$ cat src/logic/lbc_pkg.sv
// shared constants and types of the local bus controller
package lbc_pkg;
    localparam int unsigned LBC_NUM_MODULES = 4;  // local ports, the controller itself excluded
    localparam int unsigned LBC_LEAF_W      = 2;
    localparam int unsigned LBC_MID_W       = 4;
    localparam int unsigned LBC_LADDR_W     = 12;
    localparam int unsigned LBC_DATA_W      = 8;

    // external address layout: module id on top, local address just below
    localparam int unsigned LBC_MID_MSB     = 31;
    localparam int unsigned LBC_MID_LSB     = 28;
    localparam int unsigned LBC_LADDR_MSB   = 27;
    localparam int unsigned LBC_LADDR_LSB   = 16;

    // local address: register part above, byte select below
    localparam int unsigned LBC_REG_MSB     = 11;
    localparam int unsigned LBC_REG_LSB     = 4;
    localparam int unsigned LBC_BSEL_MSB    = 3;
    localparam int unsigned LBC_BSEL_LSB    = 0;

    // module id that addresses the controller itself
    localparam logic [3:0] LBC_MID_SELF     = 4'he;
    // module ids of the local ports, port index i in nibble i
    localparam logic [15:0] LBC_LEAF_MIDS   = 16'h9821;

    // register part of the local address for the controller's own functions
    localparam logic [7:0] LBC_REG_RECONFIG = 8'h00;
    localparam logic [7:0] LBC_REG_SOFT_RST = 8'h01;
    localparam logic [7:0] LBC_REG_VERSION  = 8'h02;

    // version word; arbitrary value
    localparam logic [31:0] LBC_FW_VERSION  = 32'h0001_0000;
    localparam logic [3:0] LBC_VER_BYTES    = 4'h4;

    // soft reset pulse: time in ns and the cycle count at 100 MHz
    localparam int unsigned LBC_CLK_NS      = 10;
    localparam int unsigned LBC_RST_NS      = 80;
    localparam logic [3:0] LBC_RST_CYC      = 4'((LBC_RST_NS + LBC_CLK_NS - 1) / LBC_CLK_NS);

    typedef enum logic [2:0] {
        LBC_IDLE    = 3'h0,
        LBC_DEST    = 3'h1,   // dest_decode_state
        LBC_BCAST   = 3'h3,   // bus_broadcast_state
        LBC_CONNECT = 3'h2,
        LBC_WAIT    = 3'h6,
        LBC_TERM    = 3'h7,
        LBC_ACK     = 3'h5
    } lbc_state_t;
endpackage

$ cat src/logic/lbc_leaf_if.sv
// one local bus port between port gate and the local module on the lb_* pins
`timescale 1ns/1ps
interface lbc_leaf_if;
    logic       we;
    logic       re;
    logic       ready;
    logic [7:0] rdata;
    modport ctrl (output we, output re, input ready, input rdata);
    modport leaf (input we, input re, output ready, output rdata);
endinterface

$ cat src/logic/lbc_dest_decode.sv
// module id to controller hit or local port index
`timescale 1ns/1ps
module lbc_dest_decode (
    // module id
    input  wire logic [3:0] mid,
    // decision
    output logic            hit_self,
    output logic            hit_leaf,
    output logic [1:0]      leaf_idx
);
    always_comb begin
        hit_self = (mid == lbc_pkg::LBC_MID_SELF);
        hit_leaf = 1'b0;
        leaf_idx = 2'h0;
        // ids may be scattered, indices stay contiguous
        for (int i = 0; i < lbc_pkg::LBC_NUM_MODULES; i++) begin
            if (!hit_self && mid == lbc_pkg::LBC_LEAF_MIDS[i*lbc_pkg::LBC_MID_W +: lbc_pkg::LBC_MID_W]) begin
                hit_leaf = 1'b1;
                leaf_idx = 2'(i);
            end
        end
    end
endmodule

$ cat src/logic/lbc_leaf_port.sv
// strobe gate and response gate for one local port
`timescale 1ns/1ps
module lbc_leaf_port #(
    parameter logic [1:0] IDX = 2'h0
) (
    // from controller core
    input  wire logic [1:0] leaf_sel,
    input  wire logic       we_on,
    input  wire logic       re_on,
    // gated response
    output logic            sel_ready,
    output logic [7:0]      sel_rdata,
    // port
    lbc_leaf_if.ctrl        port
);
    logic hit;
    assign hit        = (leaf_sel == IDX);
    assign port.we    = hit & we_on;
    assign port.re    = hit & re_on;
    assign sel_ready  = hit & port.ready;
    // a stray ready from an unselected port never reaches the core
    assign sel_rdata  = (hit & port.ready) ? port.rdata : 8'h00;
endmodule

$ cat src/logic/lbc_local_bus_controller.sv
// local bus controller: external register strobes to byte-wide local ports
// Overview of operation
// - a transaction starts when external write or read strobe is high
// - address and data are captured at the start and rearranged for the local bus
// - a decode state looks at the module id to choose self or a port
// - self-addressed: reconfiguration request, soft reset, or version read
// - port index for a local module comes from the module id
// - local address and write data are broadcast to all ports
// - only the selected port sees its write or read strobe
// - controller waits after strobing until the selected port answers ready
// - on ready, termination step, then acknowledge to the external master
// - each local transfer moves one byte; wide registers need several
// - local address is 12 bits, register above, byte select in low 4
// - module id is external address top nibble, local address the 12 below
// - reconfiguration request output idles high; low reloads the device
// - module count excludes the controller; port indices are contiguous
`timescale 1ns/1ps
module lbc_local_bus_controller (
    // clock and reset
    input  wire logic                     clk,
    input  wire logic                     nrst,
    // external register bus
    input  wire logic [31:0]              ext_addr,
    input  wire logic [7:0]               ext_wdata,
    input  wire logic                     ext_we,
    input  wire logic                     read_strobe,
    output logic                          ext_ack,
    output logic [7:0]                    ext_rdata,
    // local bus, shared part
    output logic [11:0]                   lb_addr,
    output logic [7:0]                    lb_wdata,
    // local bus, one bit or byte per port
    output logic [3:0]                    lb_we,
    output logic [3:0]                    lb_re,
    input  wire logic [3:0]               lb_ready,
    input  wire logic [3:0][7:0]          lb_rdata,
    // device control
    output logic                          fpga_reconfig_n,
    output logic                          soft_rst
);
    typedef struct packed {
        lbc_pkg::lbc_state_t st;
        logic [3:0]          mid;
        logic [11:0]         laddr;
        logic [7:0]          wdata;
        logic                wr;
        logic [1:0]          leaf;
        logic                we_on;
        logic                re_on;
        logic [7:0]          rdata;
        logic                ack;
        logic                reconf_n;
        logic [3:0]          rst_cnt;
    } lbc_ctl_state_t;

    localparam lbc_ctl_state_t CTL_RESET = '{
        st:       lbc_pkg::LBC_IDLE,
        mid:      4'h0,
        laddr:    12'h000,
        wdata:    8'h00,
        wr:       1'b0,
        leaf:     2'h0,
        we_on:    1'b0,
        re_on:    1'b0,
        rdata:    8'h00,
        ack:      1'b0,
        reconf_n: 1'b1,
        rst_cnt:  4'h0
    };

    lbc_ctl_state_t ctl_reg;
    lbc_ctl_state_t ctl_next;

    logic           hit_self;
    logic           hit_leaf;
    logic [1:0]     leaf_idx;
    logic [3:0]     port_ready;
    logic [3:0][7:0] port_rdata;
    logic           sel_ready;
    logic [7:0]     sel_rdata;
    logic [7:0]     own_reg;
    logic [3:0]     own_bsel;

    lbc_dest_decode u_dest (
        .mid      (ctl_reg.mid),
        .hit_self (hit_self),
        .hit_leaf (hit_leaf),
        .leaf_idx (leaf_idx)
    );

    lbc_leaf_if lif [lbc_pkg::LBC_NUM_MODULES] ();

    generate
        for (genvar g = 0; g < lbc_pkg::LBC_NUM_MODULES; g++) begin : g_port
            lbc_leaf_port #(.IDX(2'(g))) u_port (
                .leaf_sel  (ctl_reg.leaf),
                .we_on     (ctl_reg.we_on),
                .re_on     (ctl_reg.re_on),
                .sel_ready (port_ready[g]),
                .sel_rdata (port_rdata[g]),
                .port      (lif[g])
            );
            assign lb_we[g]        = lif[g].we;
            assign lb_re[g]        = lif[g].re;
            assign lif[g].ready    = lb_ready[g];
            assign lif[g].rdata    = lb_rdata[g];
        end
    endgenerate

    // only the selected port can be non-zero, so or-ing is a mux
    always_comb begin
        sel_ready = |port_ready;
        sel_rdata = 8'h00;
        for (int i = 0; i < lbc_pkg::LBC_NUM_MODULES; i++) begin
            sel_rdata = sel_rdata | port_rdata[i];
        end
    end

    assign own_reg  = ctl_reg.laddr[lbc_pkg::LBC_REG_MSB:lbc_pkg::LBC_REG_LSB];
    assign own_bsel = ctl_reg.laddr[lbc_pkg::LBC_BSEL_MSB:lbc_pkg::LBC_BSEL_LSB];

    always_comb begin
        ctl_next = ctl_reg;
        if (ctl_reg.rst_cnt != 4'h0) begin
            ctl_next.rst_cnt = ctl_reg.rst_cnt - 4'h1;
        end
        unique case (ctl_reg.st)
            lbc_pkg::LBC_IDLE: begin
                ctl_next.ack = 1'b0;
                if (ext_we || read_strobe) begin
                    ctl_next.mid   = ext_addr[lbc_pkg::LBC_MID_MSB:lbc_pkg::LBC_MID_LSB];
                    ctl_next.laddr = ext_addr[lbc_pkg::LBC_LADDR_MSB:lbc_pkg::LBC_LADDR_LSB];
                    ctl_next.wdata = ext_wdata;
                    ctl_next.wr    = ext_we;
                    ctl_next.st    = lbc_pkg::LBC_DEST;
                end
            end
            lbc_pkg::LBC_DEST: begin
                ctl_next.rdata = 8'h00;
                if (hit_self) begin
                    if (ctl_reg.wr && own_reg == lbc_pkg::LBC_REG_RECONFIG) begin
                        ctl_next.reconf_n = 1'b0;
                    end
                    if (ctl_reg.wr && own_reg == lbc_pkg::LBC_REG_SOFT_RST) begin
                        ctl_next.rst_cnt = lbc_pkg::LBC_RST_CYC;
                    end
                    if (!ctl_reg.wr && own_reg == lbc_pkg::LBC_REG_VERSION && own_bsel < lbc_pkg::LBC_VER_BYTES) begin
                        ctl_next.rdata = lbc_pkg::LBC_FW_VERSION[own_bsel[1:0]*8 +: 8];
                    end
                    ctl_next.st = lbc_pkg::LBC_TERM;
                end else if (hit_leaf) begin
                    ctl_next.leaf = leaf_idx;
                    ctl_next.st   = lbc_pkg::LBC_BCAST;
                end else begin
                    // unknown id: answered with zero rather than hanging the master
                    ctl_next.st = lbc_pkg::LBC_TERM;
                end
            end
            lbc_pkg::LBC_BCAST: begin
                // address and data already sit on the shared bus
                ctl_next.st = lbc_pkg::LBC_CONNECT;
            end
            lbc_pkg::LBC_CONNECT: begin
                ctl_next.we_on = ctl_reg.wr;
                ctl_next.re_on = !ctl_reg.wr;
                ctl_next.st    = lbc_pkg::LBC_WAIT;
            end
            lbc_pkg::LBC_WAIT: begin
                if (sel_ready) begin
                    ctl_next.rdata = ctl_reg.wr ? 8'h00 : sel_rdata;
                    ctl_next.st    = lbc_pkg::LBC_TERM;
                end
            end
            lbc_pkg::LBC_TERM: begin
                ctl_next.ack = 1'b1;
                ctl_next.st  = lbc_pkg::LBC_ACK;
            end
            lbc_pkg::LBC_ACK: begin
                ctl_next.ack   = 1'b0;
                ctl_next.we_on = 1'b0;
                ctl_next.re_on = 1'b0;
                ctl_next.st    = lbc_pkg::LBC_IDLE;
            end
            default: begin
                ctl_next = CTL_RESET;
            end
        endcase
    end

    always_ff @(posedge clk or negedge nrst) begin
        if (!nrst) begin
            ctl_reg <= CTL_RESET;
        end else begin
            ctl_reg <= ctl_next;
        end
    end

    assign ext_ack         = ctl_reg.ack;
    assign ext_rdata       = ctl_reg.rdata;
    assign lb_addr         = ctl_reg.laddr;
    assign lb_wdata        = ctl_reg.wdata;
    assign fpga_reconfig_n = ctl_reg.reconf_n;
    assign soft_rst        = (ctl_reg.rst_cnt != 4'h0);
endmodule

$ cat config.mk
export PLATFORM = sky130hd
export DESIGN_NAME = lbc_local_bus_controller
export DESIGN_NICKNAME = d
export VERILOG_FILES = /design/src/logic/lbc_pkg.sv /design/src/logic/lbc_leaf_if.sv /design/src/logic/lbc_dest_decode.sv /design/src/logic/lbc_leaf_port.sv /design/src/logic/lbc_local_bus_controller.sv
export SDC_FILE = /design/constraint.sdc
export NUM_CORES = 1
export LEC_CHECK = 0
export BUFFER_PORTS_ARGS = -buffer_cell sky130_fd_sc_hd__buf_2
export CORE_UTILIZATION = 31
export DETAILED_ROUTE_END_ITERATION = 10
export PLACE_DENSITY = 0.66
export SYNTH_ARGS = -nofsm -noshare
export SYNTH_HDL_FRONTEND = slang
export SYNTH_SLANG_ARGS = --single-unit
$ cat constraint.sdc
create_clock -name clk -period 2.25 [get_ports clk]
set_input_delay 0.3375 -clock clk [delete_from_list [all_inputs] [get_ports clk]]
set_output_delay 0.3375 -clock clk [all_outputs]
set_load 0.03 [all_outputs]
### Yosys cells after proc, flatten, opt, wreduce, memory -nomap -nowiden

Index checks and enable logic that the tools add are counted.

| word-level totals | value |
|---|---|
| register bits | 46 |
| logic and storage cells | 113 |

| cells by class | value |
|---|---|
| add/subtract/negate cells | 1 |
| $lt $le $gt $ge | 1 |
| eq/ne operators | 22 |
| shift operators | 1 |
| multiplexer cells | 32 |
| bitwise gates (word level) | 18 |
| reduce and logical (&&, ||, !) cells | 26 |

Operator list:

| kind | count |
|---|---|
| 8-bit 2-to-1 mux | 8 |
| 25-bit one-hot mux with 2 select lines | 1 |
| 32-bit by 6-bit indexed part select with 8-bit output, first input constant | 1 |
| 28-bit 2-to-1 mux | 1 |
| 8-bit bitwise OR | 3 |
| 8-bit one-hot mux with 3 select lines | 1 |
| 3-bit one-hot mux with 6 select lines | 1 |
| 1-bit bitwise AND | 12 |
| 4-bit == test, second input constant | 3 |
| 2-bit != test, second input constant | 6 |
| 6-bit OR reduction | 2 |
| 5-bit one-hot mux with 2 select lines | 1 |
| 5-bit OR reduction | 2 |
| 3-bit == test, second input constant | 3 |
| 3-bit 2-to-1 mux | 3 |
| 8-bit by 1-bit == test with 1-bit output, second input constant | 1 |
| 8-bit by 2-bit == test with 1-bit output, second input constant | 1 |
| 1-bit logical AND | 8 |
| 8-bit logical NOT | 1 |
| 2-bit 2-to-1 mux | 4 |
| 4-bit 2-to-1 mux | 2 |
| 2-bit one-hot mux with 2 select lines | 2 |
| 4-bit OR reduction | 2 |
| 3-bit by 2-bit == test with 1-bit output, second input constant | 2 |
| other kinds (18) | 30 |

### Depth between registers and ports, before layout

| depth | value |
|---|---|
| word-level depth | 10 |
| gate-level depth with buffers | 7 |
| mapped depth without buffers | 6 |

### By module

Synthesis repeated with hierarchy kept, for this count alone.

| unflattened totals | value |
|---|---|
| cell total of the unflattened synthesis | 276 |
| area, all modules | 2905.3 um^2 |

By module, submodules not included:

| module | instances | cells an instance | area each (um^2) | sequential area each (um^2) |
|---|---|---|---|---|
| lbc_local_bus_controller | 1 | 217 | 2306.0 | 1152.4 |
| lbc_leaf_port at g_port[1].u_port ... | 2 | 13 | 127.6 | 0.0 |
| lbc_leaf_port at g_port[0].u_port | 1 | 13 | 180.2 | 0.0 |
| lbc_leaf_port at g_port[3].u_port | 1 | 13 | 111.4 | 0.0 |
| lbc_dest_decode | 1 | 7 | 52.6 | 0.0 |

### Worst setup path before layout

Ideal clock, no wire load.

| timing | value |
|---|---|
| path type | register to register |
| from | register ctl_reg[44] in the netlist's numbering |
| to | register ctl_reg (netlist bit ext_rdata[0]) |
| setup time | 0.126 ns |
| data arrival time | 1.571 ns |
| data required time | 2.124 ns |
| slack | 0.553 ns |
| cell stages (with the launch flop) | 7 |
| buffers on the path | 3 |
| clock period less this slack | 1.697 ns |
| path through | dfrtp_1 -> buf_6 -> or3b_1 -> buf_6 -> and2_4 -> buf_6 -> a221o_1 |

| on the way | value |
|---|---|
| cells in the longest elaborated chain, start to end | 4 |

Ends and longest elaborated chain:

| what | line | source |
|---|---|---|
| start: declaration | lbc_local_bus_controller.sv:71 | `lbc_ctl_state_t ctl_reg;` |
| start signal: assignment | lbc_local_bus_controller.sv:194 | `ctl_reg <= ctl_next;` |
| branches (longest 4 deep; another with 8-bit one-hot mux with 3 select lines) | - |  |

Parallel ways; which one is timed is not known.
A chain may end at the register's enable or synchronous reset.

### Worst setup path in the final report

| timing | value |
|---|---|
| from | register ctl_reg[0] in the netlist's numbering |
| to | output soft_rst |

| on the way | value |
|---|---|
| cells in the longest elaborated chain, start to end | 1 |

Ends and longest elaborated chain:

| what | line | source |
|---|---|---|
| 4-bit nonzero test | lbc_local_bus_controller.sv:203 | `assign soft_rst = (ctl_reg.rst_cnt != 4'h0);` |
| end: declaration | lbc_local_bus_controller.sv:39 | `output logic soft_rst` |

Every way passes these cells.

==> out/qor.csv <==
stage,metric,value,unit
grt,largest net degree at the start of global routing,27,
critical_path,flop-to-flop setup slack,0.33,ns
critical_path,critical path capture point type,output port,
route,wire length per cell,14.64,um
critical_path,CP max stage delay,0.47,ns
route,routed via count,2117,
timing,Worst Skew,0.007607,ns
timing,Tmin final,2.073,ns
place,DPL Wire Length,4.668,mm
critical_path,Critical Path AT,1.74,ns
critical_path,worst-case reg-to-reg path depth,6,
clock_tree,Max H-tree Level,2,
yosys,Syn Inst Count,257,
die,Initial Util,32.32,%
grt,first-pass GRT wire length,9.949,mm
hold_path,HP Class,input port to flip-flop,
pwr,PwrDens,1396,nW/um2
die,# IOs,119,
run,max-cap violation count,0,
critical_path,critical path startpoint,ctl_reg[0],
timing,Setup TNS,0,ns
yosys,Mapped Area,2669,um2
finish,Final Instance Area,3128,um2
route,Post-Route WL,6.267,mm
yosys,Yosys warnings,0,
finish,"most common cell after layout, fill and taps aside",buf_2,
yosys,top_reg_cell synth,dfrtp_1,
route,1st-iter DRT viols,98,
route,ANT nets after route,0,
clock_tree,deepest clock path buffer count,2,
finish,area growth from synthesis to layout,17.21,%
yosys,post-synthesis sequential area ratio,43.18,%
critical_path,CP bufs+invs,3,
timing,Pins Over Slew Limit,0,
grt,via count of the first global-routing pass,2032,
yosys,Unique masters post-synth,54,
die,row count,33,
finish,final core occ,37.88,%
critical_path,reg2reg end,ctl_reg[17],
finish,number of diodes,0,
timing,Setup-failing EPs final,0,
die,Die ar.,8984,um2
critical_path,worst reg2reg startpoint,ctl_reg[45],
pwr,leakage power,1.606,nW
yosys,"Async S/R FF share, synth",100.0,%
finish,most frequent cells in the layout,"102 x buf_2, 44 x dfrtp_1, 24 x a22o_1",
timing,period utilisation layout,92.13,%
clock_tree,clk_lat worst skew,0.31,ns
place,Port Buffers,102,
critical_path,critical path class,flip-flop to output port,
route,Detailed Routing Iterations Pass 1,4,
finish,post-route insts no fill,428,
die,core area,8258,um2
route,DRC errors left,0,
place,placed insts,419,
die,chip height,94.79,um
critical_path,Crit Path Max Fanout,4,
critical_path,"most used cell, CP",inv_1,
yosys,Yosys reg bits,46,
critical_path,Setup crit end,soft_rst,
route,Avg Vias per Cell,4.946,
timing,RSZ-0062 raised after global routing,false,
die,die width,94.79,um
critical_path,Crit path max-delay family,simple AND/OR/NAND/NOR gates,
place,global placement routability congestion,0.8145,
timing,Hold Fails Final Rpt,0,
critical_path,CP Depth,5,
critical_path,crit-path cells,inv_1 > ha_1 > nor3b_1 > inv_1 > buf_2,
finish,share of layout cells above drive strength 1,41.18,%
place,Area after DPL,3004,um2
finish,max FFs per register,16,
grt,GR Overflow Total,0,
grt,initial antenna violation count,0,
clock_tree,clock sinks,46,
finish,nets@finish,406,
yosys,syn nets,341,
critical_path,Critical Path Source Type,flip-flop,
critical_path,WP data required,1.91,ns
clock_tree,post-CTS setup repair buffer count,0,
timing,Worst-Margin Slew,0.5251,ns
clock_tree,CTS tree,done,
clock_tree,TritonCTS Buffers,5,
pwr,Worst VDD drop,0.6171,mV
run_status,status,"finished, final reports clean",
yosys,Post-synth EDFFs,0,
timing,Peak Freq,482.4,MHz
clock_tree,clock-pin slew on the worst setup and hold paths,0.09,ns
grt,Global Route Usage Sum,14.31,%
yosys,syn avg cell area,10.38,um2
critical_path,Worst path slowest cell,nor3b_1,
clock_tree,Root Driver,clkbuf_8,
timing,Max-slew headroom,64.73,%
## cell type report
| class | count | area [um2] |
|---|---|---|
| Clock inverter | 3 | 43.79 |
| Inverter | 8 | 30.03 |
| Tap cell | 105 | 131.4 |
| Fill cell | 852 | 5130 |
| Clock buffer | 5 | 68.82 |
| Timing Repair Buffer | 110 | 573.1 |
| Multi-Input combinational cell | 151 | 1127 |
| Sequential cell | 46 | 1154 |
## worst register-to-register path: cells and delay by family (launching register included)
kind / cells / cell delay (ns)
adders and majority gates: 1 / 0.20
DFF: 1 / 0.48
AOI/OAI and AO/OA: 1 / 0.21
and+or+nand+nor: 2 / 0.45
buffers and inverters: 1 / 0.13
muxes: 1 / 0.35
## metal layers
layer | share of wire [%] | vias to the layer above | global-route usage (%)
met3 | 4.4 | 8 | 2.818
met4 | 1.4 | 0 | 3.914
li1 | - | 1040 | -
met1 | 45 | 1015 | 18.56
met5 | 0 | - | 0
met2 | 49 | 54 | 24.16
## Yosys cell counts, drive strengths merged, types with 4 or more instances
library cell	n	area share, %
buf	45	13
dfrtp	45	42
a22o	30	10
a21oi	12	2.3
nand2	10	1.4
a22oi	8	2.3
nor2	8	1.1
nor3	8	1.7
o21ai	8	1.5
a221oi	7	2.3
clkbuf	7	1.0
inv	7	0.98
and3b	5	1.6
ha	4	1.9
mux2i	4	1.5
nor2b	4	0.94
## power breakdown
group | leakage (nW) | switching, mW | internal, mW
registers | 0.614 | 0.361 | 1.18
clock network | 0.0585 | 0.300 | 0.333
logic | 0.934 | 1.36 | 0.834
## metrics by stage
step                hold WS (ns)  power (mW)  worst slack (ns)
floorplan                0.04191       3.512            0.5527
global route              0.2393       4.721           0.01794
CTS                       0.2323       4.416            0.1446
global placement          0.3140       3.725            0.2677
detailed placement        0.3210       3.777            0.2016
finish                    0.2367       4.367            0.1770
## worst min-delay path by stage
stage | start | endpoint | slack, ns | cells past startpoint
after detailed placement | nrst | ext_rdata[2] | 0.32 | 1
after floorplan | nrst | ctl_reg[0] | 0.04 | 0
after CTS | ext_addr[19] | lb_addr[3] | 0.23 | 2
after global routing | ext_addr[23] | lb_addr[7] | 0.24 | 2
final | ext_addr[19] | lb_addr[3] | 0.24 | 2
after global placement | nrst | ext_rdata[2] | 0.31 | 1
## cell families (layout without fill, tap and decap cells)
kind of cell             count (synthesis)  after routing  synth area share [%]
AO/OA/AOI/OAI                           75             75                 21.71
XOR/XNOR                                 2              2                0.6565
adder cells (fa/ha/maj)                  4              4                 1.875
buffers and inverters                   60            126                 14.67
flip-flops                              46             46                 43.18
multiplexers                             7              7                 3.188
AND/OR/NAND/NOR                         63             63                 14.72
## what timing repair did
item,CTS,global route
gates resized for setup,0,1
hold endpoints to repair,18,0
hold buffers,1,0
setup endpoints to repair,0,2
Power figures use the tool's default switching activity.
